`config.mk`:
```
export PLATFORM = sky130hd
export DESIGN_NAME = rsp_mode_ctrl
export DESIGN_NICKNAME = d
export VERILOG_FILES = /design/src/inc/rsp_pkg.sv /design/src/inc/rsp_cfg_if.sv /design/src/rtl/rsp_mode_ctrl.sv /design/src/rtl/rsp_cfg_shift.sv
export SDC_FILE = /design/constraint.sdc
export NUM_CORES = 1
export LEC_CHECK = 0
export BUFFER_PORTS_ARGS = -buffer_cell sky130_fd_sc_hd__buf_4
export CAP_MARGIN = 20
export CORE_ASPECT_RATIO = 1.5
export CORE_UTILIZATION = 29
export CTS_CLUSTER_DIAMETER = 150
export DETAILED_ROUTE_END_ITERATION = 8
export SYNTH_ARGS = -nofsm -noshare
export SYNTH_HDL_FRONTEND = slang
export SYNTH_SLANG_ARGS = --single-unit
```
`constraint.sdc`:
```
create_clock -name i_sys_clk -period 2.2 [get_ports i_sys_clk]
set_input_delay 0 -clock i_sys_clk [delete_from_list [all_inputs] [get_ports i_sys_clk]]
set_output_delay 0 -clock i_sys_clk [all_outputs]
set_load 0.1 [all_outputs]
```
`src/inc/rsp_pkg.sv`:
```
// Constants and types for the read sync PLL mode control block
`default_nettype none
package rsp_pkg;
	// Behaviour
	// Gate rise starts zero phase start, then lock to media pulses
	// Gate fall starts zero phase start, then lock to reference input
	// Read window gate is asynchronous and is synchronised inside
	// Three band select bits choose one of six VCO bands
	// Shift clock edges shift serial bits while load enable is low
	// Load enable rise latches shifted bits and applies them
	// Serial bit is sampled on the shift clock falling edge
	// Each media pulse rising edge is one code bit
	// Gate low forces frequency lock whatever acquisition control says
	// Read with acquisition control low locks to chosen preamble frequency
	// Acquisition control high in read ends frequency lock, gates pulses
	// Acquisition control is asynchronous and is synchronised inside
	// System may tie acquisition control to preamble found
	// Preamble type picks the frequency acquired during frequency lock
	// Preamble type picks the pattern the detector searches for
	// Preamble found after 32 pulses, or 16 of the 4T pattern
	// Preamble found stays high until gate falls, low while gate low
	// Recovered clock is VCO in read lock, else reference, glitch free
	// Shift stage is separate; applied copy changes only at load
	localparam int          CLK_HZ       = 20_000_000;
	localparam int          ZPS_HOLD_NS  = 200;
	localparam int          ZPS_HOLD_CYC =
		(ZPS_HOLD_NS * (CLK_HZ / 1_000_000) + 999) / 1000;
	localparam int          ZPS_W        = 8;
	localparam int          PRE_THR_SHORT = 32;
	localparam int          PRE_THR_LONG  = 16;
	localparam logic [1:0]  PRE_TYPE_4T  = 2'h3;
	localparam logic [2:0]  BAND_MAX     = 3'h5;
	localparam logic [2:0]  BAND_RST     = 3'h0;
	localparam int          CFG_W        = 8;
	localparam int          DW           = 8;
	localparam int          AW           = 4;
	localparam logic [3:0]  REG_STATUS   = 4'h0;
	localparam logic [3:0]  REG_MASK     = 4'h4;
	localparam logic [3:0]  REG_STATE    = 4'h8;
	localparam logic [3:0]  REG_CFG      = 4'hc;
	localparam int          STAT_W       = 4;
	localparam int          EV_PRE       = 0;
	localparam int          EV_ZPS       = 1;
	localparam int          EV_BAND      = 2;
	localparam int          EV_CFG       = 3;
	localparam logic [3:0]  MASK_RST     = 4'h0;
	typedef enum logic [3:0] {
		MODE_REF      = 4'h1,
		MODE_ZPS_DATA = 4'h2,
		MODE_DATA     = 4'h4,
		MODE_ZPS_REF  = 4'h8
	} rsp_mode_t;
endpackage : rsp_pkg
`default_nettype wire

```
`src/inc/rsp_cfg_if.sv`:
```
// Serial configuration signals between the top and the shift stage
`default_nettype none
interface rsp_cfg_if #(parameter int W = 8);
	logic         shift_clk;
	logic         ser_in;
	logic         load_n;
	logic [W-1:0] word;
	logic         loaded;
	modport ctl (output shift_clk, output ser_in, output load_n,
		input word, input loaded);
	modport shr (input shift_clk, input ser_in, input load_n,
		output word, output loaded);
endinterface : rsp_cfg_if
`default_nettype wire

```
`src/rtl/rsp_mode_ctrl.sv`:
```
// Mode, lock and preamble control of the read sync PLL
`default_nettype none
module rsp_mode_ctrl
	import rsp_pkg::*;
#(
	parameter int ZPS_CYC = ZPS_HOLD_CYC
) (
	input  wire logic          i_sys_clk,            // System clock
	input  wire logic          i_sys_rst,            // Async reset, high
	input  wire logic          i_clk_en,             // Freezes state when low
	input  wire logic          i_read_window_gate,   // Read mode, async
	input  wire logic          i_freq_acq_ctrl,      // Freq lock off, async
	input  wire logic          i_vco_band_sel_0,     // Band select bit 0
	input  wire logic          i_vco_band_sel_1,     // Band select bit 1
	input  wire logic          i_vco_band_sel_2,     // Band select bit 2
	input  wire logic          i_preamble_type_sel_0, // Preamble type bit 0
	input  wire logic          i_preamble_type_sel_1, // Preamble type bit 1
	input  wire logic          i_media_pulse_in,     // Read pulses
	input  wire logic          i_ref_freq_in,        // Reference clock
	input  wire logic          i_vco_in,             // VCO clock sample
	input  wire logic          i_cfg_shift_clk,      // Config shift clock
	input  wire logic          i_cfg_serial_in,      // Config serial data
	input  wire logic          i_cfg_load_enable_n,  // Config load, low shifts
	input  wire logic [AW-1:0] i_addr,               // Register address
	input  wire logic [DW-1:0] i_wdata,              // Register write data
	input  wire logic          i_wr,                 // Write strobe
	input  wire logic          i_rd,                 // Read strobe
	output logic      [DW-1:0] o_rdata,              // Read data, next cycle
	output logic               o_irq,                // Level interrupt
	output logic               o_pll_src_data,       // PLL follows media
	output logic               o_zps_active,         // Zero phase start
	output logic               o_vco_restart,        // VCO restart pulse
	output logic               o_freq_lock_en,       // Frequency lock on
	output logic               o_pulse_gate_en,      // Pulse gated compare
	output logic      [2:0]    o_acq_period,         // Lock period in T
	output logic      [2:0]    o_vco_band,           // Applied VCO band
	output logic               o_phase_evt,          // Phase compare edge
	output logic               o_recov_clk,          // Recovered clock
	output logic               o_preamble_found,     // Preamble found
	output logic      [CFG_W-1:0] o_cfg_word         // Applied config
);
	rsp_cfg_if #(.W(CFG_W)) cfg_bus ();

	assign cfg_bus.shift_clk = i_cfg_shift_clk;
	assign cfg_bus.ser_in    = i_cfg_serial_in;
	assign cfg_bus.load_n    = i_cfg_load_enable_n;

	rsp_cfg_shift #(.W(CFG_W)) u_cfg (
		.i_sys_clk (i_sys_clk),
		.i_sys_rst (i_sys_rst),
		.i_clk_en  (i_clk_en),
		.cfg       (cfg_bus)
	);

	// Async control pins, two flops each
	logic            rwg_m_r;
	logic            rwg_s;
	logic            fac_m_r;
	logic            fac_s;
	always_ff @(posedge i_sys_clk or posedge i_sys_rst) begin
		if (i_sys_rst) begin
			rwg_m_r <= 1'b0;
			rwg_s   <= 1'b0;
			fac_m_r <= 1'b0;
			fac_s   <= 1'b0;
		end else if (i_clk_en) begin
			rwg_m_r <= i_read_window_gate;
			rwg_s   <= rwg_m_r;
			fac_m_r <= i_freq_acq_ctrl;
			fac_s   <= fac_m_r;
		end
	end

	logic            media_prev_r;
	logic            ref_prev_r;
	logic            vco_prev_r;
	wire             media_rise = i_media_pulse_in & ~media_prev_r;
	wire             ref_rise   = i_ref_freq_in & ~ref_prev_r;
	wire             vco_rise   = i_vco_in & ~vco_prev_r;
	wire       [1:0] pre_type   = {i_preamble_type_sel_1, i_preamble_type_sel_0};
	wire       [2:0] band_in    = {i_vco_band_sel_2, i_vco_band_sel_1, i_vco_band_sel_0};
	wire             band_ok    = band_in <= BAND_MAX;

	// Zero phase start sequencer
	rsp_mode_t        mode_r;
	rsp_mode_t        mode_nxt;
	logic [ZPS_W-1:0] zcnt_r;
	wire              zps_ready = zcnt_r == '0;
	wire              in_zps    = (mode_r == MODE_ZPS_DATA) || (mode_r == MODE_ZPS_REF);
	wire              enter_zps = (mode_nxt != mode_r) &&
		((mode_nxt == MODE_ZPS_DATA) || (mode_nxt == MODE_ZPS_REF));
	wire              zps_done  = in_zps && !enter_zps && (mode_nxt != mode_r);

	// VCO is held during the wait and restarts on the first target edge
	always_comb begin
		mode_nxt = mode_r;
		unique case (mode_r)
			MODE_REF: begin
				if (rwg_s)
					mode_nxt = MODE_ZPS_DATA;
			end
			MODE_ZPS_DATA: begin
				if (!rwg_s)
					mode_nxt = MODE_ZPS_REF;
				else if (zps_ready && media_rise)
					mode_nxt = MODE_DATA;
			end
			MODE_DATA: begin
				if (!rwg_s)
					mode_nxt = MODE_ZPS_REF;
			end
			MODE_ZPS_REF: begin
				if (rwg_s)
					mode_nxt = MODE_ZPS_DATA;
				else if (zps_ready && ref_rise)
					mode_nxt = MODE_REF;
			end
			default: mode_nxt = MODE_ZPS_REF;
		endcase
	end

	always_ff @(posedge i_sys_clk or posedge i_sys_rst) begin
		if (i_sys_rst) begin
			mode_r       <= MODE_REF;
			zcnt_r       <= '0;
			media_prev_r <= 1'b1;
			ref_prev_r   <= 1'b1;
			vco_prev_r   <= 1'b1;
		end else if (i_clk_en) begin
			mode_r       <= mode_nxt;
			if (enter_zps)
				zcnt_r <= ZPS_W'(ZPS_CYC);
			else if (!zps_ready)
				zcnt_r <= zcnt_r - 1'b1;
			media_prev_r <= i_media_pulse_in;
			ref_prev_r   <= i_ref_freq_in;
			vco_prev_r   <= i_vco_in;
		end
	end

	// Lock mode outputs
	wire        flock_nxt  = !rwg_s || !fac_s;  // see R9
	wire        pgate_nxt  = rwg_s && fac_s;
	wire [2:0]  period_nxt = {1'b0, pre_type} + 3'h1;
	wire        phase_nxt  = (mode_r == MODE_DATA) ? media_rise :
		(mode_r == MODE_REF) ? ref_rise : 1'b0;

	// Preamble search counts VCO periods between code bits
	logic [3:0] vcnt_r;
	logic [5:0] pre_cnt_r;
	logic       found_r;
	wire  [3:0] vcnt_eff  = vcnt_r + {3'h0, vco_rise};
	wire        pre_match = media_rise && (vcnt_eff == {1'b0, period_nxt});
	wire  [5:0] pre_thr   = (pre_type == PRE_TYPE_4T) ?
		6'(PRE_THR_LONG) : 6'(PRE_THR_SHORT);
	wire        pre_hit   = pre_cnt_r >= pre_thr;
	wire        found_nxt = rwg_s && (found_r || pre_hit);
	wire        pre_evt   = found_nxt && !found_r;

	always_ff @(posedge i_sys_clk or posedge i_sys_rst) begin
		if (i_sys_rst) begin
			vcnt_r    <= '0;
			pre_cnt_r <= '0;
			found_r   <= 1'b0;
		end else if (i_clk_en) begin
			if (media_rise)
				vcnt_r <= '0;
			else if (vco_rise && vcnt_r != 4'hf)
				vcnt_r <= vcnt_r + 1'b1;
			if (mode_r != MODE_DATA)
				pre_cnt_r <= '0;
			else if (media_rise)
				pre_cnt_r <= pre_match ? (pre_hit ? pre_cnt_r : pre_cnt_r + 1'b1) : '0;
			found_r   <= found_nxt;
		end
	end

	// Recovered clock switches only while output and new source are low
	logic clk_sel_r;
	logic clk_r;
	wire  want_vco  = mode_r == MODE_DATA;
	wire  new_src   = want_vco ? i_vco_in : i_ref_freq_in;
	wire  may_sw    = (want_vco != clk_sel_r) && !clk_r && !new_src;
	wire  sel_nxt   = may_sw ? want_vco : clk_sel_r;

	always_ff @(posedge i_sys_clk or posedge i_sys_rst) begin
		if (i_sys_rst) begin
			clk_sel_r <= 1'b0;
			clk_r     <= 1'b0;
		end else if (i_clk_en) begin
			clk_sel_r <= sel_nxt;
			clk_r     <= sel_nxt ? i_vco_in : i_ref_freq_in;
		end
	end

	// Registered data outputs
	logic [2:0] band_r;
	logic       flock_r;
	logic       pgate_r;
	logic [2:0] period_r;
	logic       phase_r;
	logic       restart_r;
	always_ff @(posedge i_sys_clk or posedge i_sys_rst) begin
		if (i_sys_rst) begin
			band_r    <= BAND_RST;
			flock_r   <= 1'b1;
			pgate_r   <= 1'b0;
			period_r  <= 3'h1;
			phase_r   <= 1'b0;
			restart_r <= 1'b0;
		end else if (i_clk_en) begin
			if (band_ok)
				band_r <= band_in;
			flock_r   <= flock_nxt;
			pgate_r   <= pgate_nxt;
			period_r  <= period_nxt;
			phase_r   <= phase_nxt;
			restart_r <= zps_done;
		end
	end

	// Register port: sticky status, mask, state view, applied config
	logic [STAT_W-1:0] status_r;
	logic [STAT_W-1:0] mask_r;
	logic [DW-1:0]     rdata_r;
	wire  [STAT_W-1:0] ev_set;
	assign ev_set[EV_PRE]  = pre_evt;
	assign ev_set[EV_ZPS]  = zps_done;
	assign ev_set[EV_BAND] = !band_ok;
	assign ev_set[EV_CFG]  = cfg_bus.loaded;
	wire               wr_status = i_wr && (i_addr == REG_STATUS);
	wire               wr_mask   = i_wr && (i_addr == REG_MASK);
	wire  [STAT_W-1:0] clr_bits  = wr_status ? i_wdata[STAT_W-1:0] : '0;
	// Set wins over a clear in the same cycle
	wire  [STAT_W-1:0] status_nxt = (status_r & ~clr_bits) | ev_set;
	wire  [DW-1:0]     state_word =
		{1'b0, band_r, found_r, want_vco, in_zps, rwg_s};
	wire  [DW-1:0]     rd_mux =
		(i_addr == REG_STATUS) ? {{(DW-STAT_W){1'b0}}, status_r} :
		(i_addr == REG_MASK)   ? {{(DW-STAT_W){1'b0}}, mask_r} :
		(i_addr == REG_STATE)  ? state_word :
		(i_addr == REG_CFG)    ? cfg_bus.word : '0;

	always_ff @(posedge i_sys_clk or posedge i_sys_rst) begin
		if (i_sys_rst) begin
			status_r <= '0;
			mask_r   <= MASK_RST;
			rdata_r  <= '0;
		end else if (i_clk_en) begin
			status_r <= status_nxt;
			if (wr_mask)
				mask_r <= i_wdata[STAT_W-1:0];
			rdata_r  <= i_rd ? rd_mux : '0;
		end
	end

	assign o_rdata          = rdata_r;
	assign o_irq            = |(status_r & mask_r);
	assign o_pll_src_data   = want_vco;
	assign o_zps_active     = in_zps;
	assign o_vco_restart    = restart_r;
	assign o_freq_lock_en   = flock_r;
	assign o_pulse_gate_en  = pgate_r;
	assign o_acq_period     = period_r;
	assign o_vco_band       = band_r;
	assign o_phase_evt      = phase_r;
	assign o_recov_clk      = clk_r;
	assign o_preamble_found = found_r;
	assign o_cfg_word       = cfg_bus.word;

	a_gate_rise_zps: assert property (@(posedge i_sys_clk)
		disable iff (i_sys_rst || !i_clk_en)
		$rose(rwg_s) |=> mode_r == MODE_ZPS_DATA)
		else $error("gate rise did not start zero phase start");
	a_gate_fall_zps: assert property (@(posedge i_sys_clk)
		disable iff (i_sys_rst || !i_clk_en)
		$fell(rwg_s) |=> mode_r == MODE_ZPS_REF)
		else $error("gate fall did not start zero phase start");
	a_gate_sync_lat: assert property (@(posedge i_sys_clk)
		disable iff (i_sys_rst || !i_clk_en)
		$rose(i_read_window_gate) ##1 i_read_window_gate |=> rwg_s)
		else $error("gate synchroniser latency wrong");
	a_band_in_range: assert property (@(posedge i_sys_clk)
		disable iff (i_sys_rst)
		o_vco_band <= BAND_MAX)
		else $error("illegal VCO band applied");
	a_flock_gate_low: assert property (@(posedge i_sys_clk)
		disable iff (i_sys_rst || !i_clk_en)
		!rwg_s |=> o_freq_lock_en && !o_pulse_gate_en)
		else $error("frequency lock dropped with gate low");
	a_pgate_read_on: assert property (@(posedge i_sys_clk)
		disable iff (i_sys_rst || !i_clk_en)
		rwg_s && fac_s |=> o_pulse_gate_en && !o_freq_lock_en)
		else $error("pulse gate not taken over in read");
	a_acq_period_sel: assert property (@(posedge i_sys_clk)
		disable iff (i_sys_rst || !i_clk_en)
		1'b1 |=> o_acq_period == 3'($past(pre_type)) + 3'h1)
		else $error("acquisition period does not follow type");
	a_found_needs_cnt: assert property (@(posedge i_sys_clk)
		disable iff (i_sys_rst || !i_clk_en)
		$rose(found_r) |-> $past(pre_cnt_r) >= $past(pre_thr))
		else $error("preamble found before pulse count");
	a_found_cleared: assert property (@(posedge i_sys_clk)
		disable iff (i_sys_rst || !i_clk_en)
		!rwg_s |=> !o_preamble_found)
		else $error("preamble found high with gate low");
	a_found_latched: assert property (@(posedge i_sys_clk)
		disable iff (i_sys_rst || !i_clk_en)
		found_r && rwg_s |=> found_r)
		else $error("preamble found dropped during read");
	a_clk_sw_low: assert property (@(posedge i_sys_clk)
		disable iff (i_sys_rst || !i_clk_en)
		$changed(clk_sel_r) |-> !$past(clk_r) && !clk_r)
		else $error("clock mux switched while high");
endmodule : rsp_mode_ctrl
`default_nettype wire

```
`src/rtl/rsp_cfg_shift.sv`:
```
// Serial configuration shift stage and applied copy
`default_nettype none
module rsp_cfg_shift
	import rsp_pkg::*;
#(
	parameter int W = CFG_W
) (
	input  wire logic i_sys_clk, // System clock
	input  wire logic i_sys_rst, // Async reset, high
	input  wire logic i_clk_en,  // Freezes state when low
	rsp_cfg_if.shr    cfg        // Serial pins and applied word
);
	logic         sclk_prev_r;
	logic         load_prev_r;
	logic [W-1:0] sh_r;
	logic [W-1:0] word_r;
	logic         loaded_r;
	wire          sclk_fall = sclk_prev_r & ~cfg.shift_clk;
	wire          do_shift  = sclk_fall & ~cfg.load_n;
	wire          load_rise = ~load_prev_r & cfg.load_n;

	// Shift clock memory resets low: a pin idling low gives no false fall
	// Load memory resets high: a pin idling high gives no false rise
	always_ff @(posedge i_sys_clk or posedge i_sys_rst) begin
		if (i_sys_rst) begin
			sclk_prev_r <= 1'b0;
			load_prev_r <= 1'b1;
			sh_r        <= '0;
			word_r      <= '0;
			loaded_r    <= 1'b0;
		end else if (i_clk_en) begin
			sclk_prev_r <= cfg.shift_clk;
			load_prev_r <= cfg.load_n;
			if (do_shift) // see R5
				sh_r <= {sh_r[W-2:0], cfg.ser_in};
			if (load_rise) // see R6
				word_r <= sh_r;
			loaded_r    <= load_rise;
		end
	end

	assign cfg.word   = word_r;
	assign cfg.loaded = loaded_r;

	a_cfg_shift_in: assert property (@(posedge i_sys_clk)
		disable iff (i_sys_rst || !i_clk_en)
		do_shift |=> sh_r == {$past(sh_r[W-2:0]), $past(cfg.ser_in)})
		else $error("shift stage missed a falling edge bit");
	a_cfg_hold_word: assert property (@(posedge i_sys_clk)
		disable iff (i_sys_rst || !i_clk_en)
		!load_rise |=> $stable(word_r))
		else $error("applied word changed without load");
	a_cfg_load_copy: assert property (@(posedge i_sys_clk)
		disable iff (i_sys_rst || !i_clk_en)
		load_rise |=> (word_r == $past(sh_r)) && loaded_r)
		else $error("load did not apply shifted bits");
endmodule : rsp_cfg_shift
`default_nettype wire

```
### Word level (Yosys, flattened, before mapping)

Index checks and enable logic that the tools add are counted.

* flip-flop bits (word level): 77
* bits of input ports: 30
* output and inout bits: 31
* logic and storage cells: 132

* add/subtract/negate cells: 5
* order comparisons: 2
* equality and inequality tests: 17
* muxes and demuxes: 27
* bitwise operators: 16
* reductions and logical operators: 37

Operators by type and width (number)
* 8-bit two-way mux: 7
* 4-bit two-way mux: 9
* 6-bit two-way mux: 5
* 4-bit equality test, second input constant: 4
* 4-bit case mux with 4 select lines: 1
* 1-bit logical AND: 14
* 2-bit AND reduction: 6
* 4-bit bitwise AND: 2
* 4-bit by 2-bit equality test with 1-bit output, second input constant: 2
* 4-bit by 3-bit equality test with 1-bit output, second input constant: 2
* 8-bit logical NOT: 1
* 8-bit by 1-bit subtractor with 8-bit output, second input constant: 1
* 1-bit logical NOT: 7
* 6-bit by 1-bit adder with 6-bit output, second input constant: 1
* 1-bit bitwise AND: 6
* 6-bit >= comparator: 1
* 1-bit inverter: 6
* 1-bit two-way mux: 5
* 4-bit by 1-bit adder with 4-bit output: 1
* 4-bit by 1-bit adder with 4-bit output, second input constant: 1
* 4-bit by 1-bit equality test with 1-bit output, second input constant: 1
* 4-bit by 3-bit equality test with 1-bit output: 1
* 4-bit logical NOT: 1
* 1-bit logical OR: 4
* 14 further kinds: 15

### Depth between registers and ports, before layout

* depth after elaboration: 13
* depth in mapped cells: 9
* depth with buffers taken out: 9

### Modules after synthesis

From an unflattened synthesis, not the netlist that was laid out.

* cell total of the unflattened synthesis: 352
* area total of the unflattened synthesis: 3920.0 um^2

By module, submodules not included
* rsp_mode_ctrl: times used 1, cells an instance 309, area an instance 3163.0 um^2, seq. area each 1458.9 um^2
* rsp_cfg_shift: times used 1, cells an instance 43, area an instance 757.0 um^2, seq. area each 476.7 um^2

### Worst setup path after synthesis

No wires, ideal clock.

* kind: register -> register
* start: register mode_r[1]
* end: register rdata_r[1] (netlist: o_rdata[1])
* setup time: 83 ps
* data arrival time: 3666 ps
* required time: 2117 ps
* slack: -1549 ps
* cell stages (with the launch flop): 8
* path buffers: 1
* cells stage by stage: dfrtp_1 buf_2 nand2b_1 nor2b_1 nor3_1 mux4_2 nand3_1 o21ai_0

* cells in the longest elaborated chain, start to end: 6
* elaborated cells on any way between the ends: 7
* classes of those cells: eq/ne: 2; mux: 4; reduce/logical: 1

Ends and longest elaborated chain
* start: declaration: line rsp_mode_ctrl.sv:85 `rsp_mode_t mode_r;`
* start signal: assignment: line rsp_mode_ctrl.sv:130 `mode_r <= mode_nxt;`
* 4-bit by 2-bit equality test with 1-bit output or 4-bit equality test (tied branches): line rsp_mode_ctrl.sv:89 `wire in_zps = (mode_r == MODE_ZPS_DATA) || (mode_r == MODE_ZPS_REF);`
* 1-bit logical OR (*): line rsp_mode_ctrl.sv:89
* net o_zps_active: line rsp_mode_ctrl.sv:31 `output logic o_zps_active,`
* 8-bit two-way mux (*): line rsp_mode_ctrl.sv:241 `(i_addr == REG_STATE) ? state_word :`
* 8-bit two-way mux (*): line rsp_mode_ctrl.sv:240 `(i_addr == REG_MASK) ? {{(DW-STAT_W){1'b0}}, mask_r} :`
* 8-bit two-way mux (*): line rsp_mode_ctrl.sv:239 `(i_addr == REG_STATUS) ? {{(DW-STAT_W){1'b0}}, status_r} :`
* 8-bit two-way mux (*): line rsp_mode_ctrl.sv:253 `rdata_r <= i_rd ? rd_mux : '0;`
* end signal: assignment: line rsp_mode_ctrl.sv:253
* end: declaration: line rsp_mode_ctrl.sv:225 `logic [DW-1:0] rdata_r;`

Mark *: on every way through the listed nets, which the timed path passes. The rest lies on a longest branch.
A chain may end at the register's enable or synchronous reset.

### Worst setup path in the final report

* start: register mode_r[0]
* end: register zcnt_r[1]

* cells in the longest elaborated chain, start to end: 8
* elaborated cells on any way between the ends: 19
* classes of those cells: eq/ne: 8; mux: 8; reduce/logical: 3

Ends and longest elaborated chain
* 4-bit two-way mux (on tied branches): line rsp_mode_ctrl.sv:115, rsp_mode_ctrl.sv:105
* 4-bit two-way mux (on tied branches): line rsp_mode_ctrl.sv:113, rsp_mode_ctrl.sv:103
* 4-bit case mux with 4 select lines: line rsp_mode_ctrl.sv:97 `unique case (mode_r)`
* 4-bit by 2-bit equality test with 1-bit output or 4-bit equality test (tied branches): line rsp_mode_ctrl.sv:91 `((mode_nxt == MODE_ZPS_DATA) || (mode_nxt == MODE_ZPS_REF));`
* 1-bit logical OR: line rsp_mode_ctrl.sv:91
* 1-bit logical AND (*): line rsp_mode_ctrl.sv:90 `wire enter_zps = (mode_nxt != mode_r) &&`
* 2-bit by 1-bit inequality test with 1-bit output (no line)
* 2-bit AND reduction (no line)
* end signal: assignment: line rsp_mode_ctrl.sv:132 `zcnt_r <= ZPS_W'(ZPS_CYC);`
* end signal: assignment: line rsp_mode_ctrl.sv:134 `zcnt_r <= zcnt_r - 1'b1;`
* end: declaration: line rsp_mode_ctrl.sv:87 `logic [ZPS_W-1:0] zcnt_r;`

Mark *: on every way between the ends. The rest lies on a longest branch, timed or not.

==> flow_metrics.py <==
metrics = {
    "timing": {
        "hold_viol": 0,
        "worst_slew_pin_slew_ps": 804,
        "fin_skew_ps": 4.70,
        "fmax_mhz": 469,
        "tns_ps": 0,
        "period_needed_ps": 2130,
        "finalMaxSlewViolations": 0,
        "slew_headroom": 0.464,
        "period_share": 0.970,
        "setup_viol": 0,
        "rsz0062_at_grt": "true",
    },
    "floorplanning": {
        "die_h_um": 144,
        "initial_core_util": 0.298,
        "core_area_um2": 13000,
        "rows": 51,
        "ios": 61,
        "dieWidth_um": 96.4,
        "fp.dieArea_um2": 13800,
    },
    "routing": {
        "wl_per_cell_um": 14.9,
        "routed_wl_mm": 9.43,
        "num_vias": 3198,
        "dr.first_iter.drc_count": 127,
        "antenna_left": 0,
        "post_drt_via_cell_ratio": 5.07,
        "first_pass_iters": 4,
        "drcViolationCount": 0,
    },
    "logic_synthesis": {
        "yosysTopAreaCellShare": 0.452,
        "yosysMostFrequentCell": "dfrtp_1",
        "synth_warnings": 0,
        "synthFlopType": "dfrtp_1",
        "syn_nets": 409,
        "synth_area_um2": 3880,
        "synthCells": 370,
        "yosysSeqAreaShare": 0.499,
        "synth.distinct_cells": 62,
        "synth_edf_count": 0,
        "synth_area_per_cell_um2": 10.5,
        "ys_ff_latch": 77,
        "postSynth.asyncResetShare": 1.00,
        "synthTopCellsByArea": "dfrtp_1, mux2_2, dfstp_2",
        "yosysTopAreaCell": "dfrtp_1",
        "synthTopCellsByCount": "dfrtp_1, nand2_1, mux2_2",
    },
    "layout": {
        "syn2layout_area_growth_pct": 35.4,
        "fin_area_um2": 5250,
        "regArea_um2": 1940,
        "diodes": 0,
        "fillers": 1286,
        "drive_gt1_frac": 0.339,
        "final_nets": 506,
        "multiInputGateArea_um2": 1900,
    },
    "global_routing": {
        "grt_max_degree": 40,
        "grt_usage": 0.145,
        "grt_overflow": 0,
        "grt_pass1_wl_mm": 15.5,
        "grt_antenna_before_repair": 0,
        "grt_pass1_vias": 3267,
    },
    "pwr": {
        "power.density_nw_per_um2": 1020,
        "peakVddDrop_uv": 789,
        "power_leakage_nw": 2.35,
    },
    "worst_setup_path": {
        "cp-start-kind": "flop",
        "cp.buffers_inverters": 0,
        "path_class": "reg -> reg",
        "worst_setup_path_end_kind": "flop",
        "slowest_stage": "dfstp_2",
        "crit_chain": "nor2b_1, a211oi_1, o32a_1, o32a_4, a21oi_2, o22ai_1",
        "critical-path-max-stage-delay_ps": 610,
        "reg2reg_slack_ps": 70,
        "cp_max_fo": 8,
        "path_delay_family": "compound AO/OA/AOI/OAI gates",
        "crit_required_ps": 2410,
        "cp.arrival_ps": 2350,
    },
    "cts": {
        "htreeDepth": 3,
        "cts_tree": "built",
        "insertion_delay_ps": 340,
        "path_clk_slew_ps": 60,
        "clk_path_buf_depth": 2,
        "cts_buffers": 9,
        "cts_root_buf": "clkbuf_16",
        "clock_sinks": 77,
    },
    "job": {
        "cap_viol_max_count": 0,
    },
    "outcome": {
        "status": "finished clean",
    },
    "placed_design": {
        "postPlaceCellArea_um2": 4630,
        "dp_hpwl_mm": 6.64,
        "gpl.final_weighted_congestion": 0.833,
        "port_buffers": 56,
    },
    "worst_hold_path": {
        "hold_class": "in -> reg",
    },
}
## worst reg2reg max path, cell delays in order (launching register included)
cell      delay, ps
dfstp_2         610
nor2b_1         200
a211oi_1         80
o32a_1          420
o32a_4          440
a21oi_2         160
o22ai_1         100
## repair_timing
| item | in CTS | in global routing |
|---|---|---|
| gates cloned | 0 | 1 |
| hold endpoints to repair | 53 | 0 |
| pin swaps | 0 | 7 |
| setup buffers | 0 | 2 |
| endpoints found under the setup margin | 2 | 15 |
| hold buffers | 19 | 0 |
| resized for setup | 1 | 16 |
## worst paths after layout
kind / to / from / cells past startpoint
worst min register to register: rwg_s$_DFFE_PP0P_ / rwg_m_r$_DFFE_PP0P_ / 2
worst min-delay path: o_preamble_found$_DFFE_PP0P_ / i_clk_en / 2
min in group asynchronous: o_vco_band[2]$_DFFE_PP0P_ / i_sys_rst / 3
max in group asynchronous: u_cfg.load_prev_r$_DFFE_PP1P_ / i_sys_rst / 4
worst max-delay path: zcnt_r[1]$_DFFE_PP0P_ / mode_r[0]$_DFFE_PP1P_ / 6
worst max register to register: zcnt_r[1]$_DFFE_PP0P_ / mode_r[0]$_DFFE_PP1P_ / 6
## metrics by stage
step / utilization / std cells / worst slack [ps] / power [mW] / hold WS, ps
after floorplan: - / 370 / -2.85 / 3.22 / 63.0
after global placement: 0.356 / 593 / 42.8 / 3.69 / 163
after detailed placement: 0.356 / 593 / -28.1 / 3.72 / 170
after CTS: 0.395 / 628 / 22.7 / 5.30 / 72.0
after global routing: 0.403 / 631 / -8.99 / 5.59 / 85.7
final: 0.403 / 631 / 67.1 / 5.34 / 74.1
## power breakdown
| group | switching, mW | internal (mW) | total (mW) |
|---|---|---|---|
| combinational | 1.24 | 0.699 | 1.94 |
| sequential | 0.219 | 1.67 | 1.89 |
| clock | 0.602 | 0.915 | 1.52 |
| total | 2.06 | 3.28 | 5.34 |
## cell type report
type	count	share of cell area
well taps	159	0.0379
clock inverters	6	0.0134
flip-flops and latches	77	0.369
repair buffers	101	0.156
inverters	21	0.0160
multi-input cells	257	0.362
clock buffers	10	0.0455
## registers in the layout, indices dropped and copies added, names as in the netlist, 3 cells and up
| signal | count |
|---|---|
| o_acq_period | 3 |
| status_r | 4 |
| zcnt_r | 8 |
| u_cfg.sh_r | 8 |
| o_vco_band | 3 |
| pre_cnt_r | 6 |
| o_rdata | 8 |
| u_cfg.cfg.word | 8 |
| mode_r | 4 |
| vcnt_r | 4 |
| mask_r | 4 |
## per-layer routing
| layer | vias to the layer above | global-route usage | wire length, µm |
|---|---|---|---|
| met5 | - | 0 | 0 |
| met4 | 0 | 0.0681 | 282 |
| met1 | 1557 | 0.165 | 3710 |
| met3 | 24 | 0.0233 | 335 |
| li1 | 1540 | - | - |
| met2 | 77 | 0.260 | 5100 |
## kinds of logic after synthesis
group,share of synthesized area
AOI/OAI and AO/OA,0.156
xor gates and xnor gates,0.00904
adders and majority gates,0.0291
buffers and inverters,0.0391
DFF,0.499
muxes,0.117
and+or+nand+nor,0.151
## cell usage in the layout (no fill, tap or decap), types with 4 or more instances in the layout
cell type,Yosys,final
a21oi_1,12,11
buf_4,0,81
clkbuf_16,0,9
dfrtp_1,70,69
dfstp_2,7,7
dlygate4sd3_1,0,19
ha_1,9,7
inv_1,20,19
mux2_2,31,31
mux2i_1,8,8
nand2_1,33,33
nand2b_1,5,5
nand3_1,15,14
nor2_1,21,21
nor2b_1,8,7
nor3_1,5,4
nor4_1,4,4
o21ai_0,27,27
o21ai_1,11,10
o2bb2ai_1,4,4
Power figures use the tool's default switching activity.
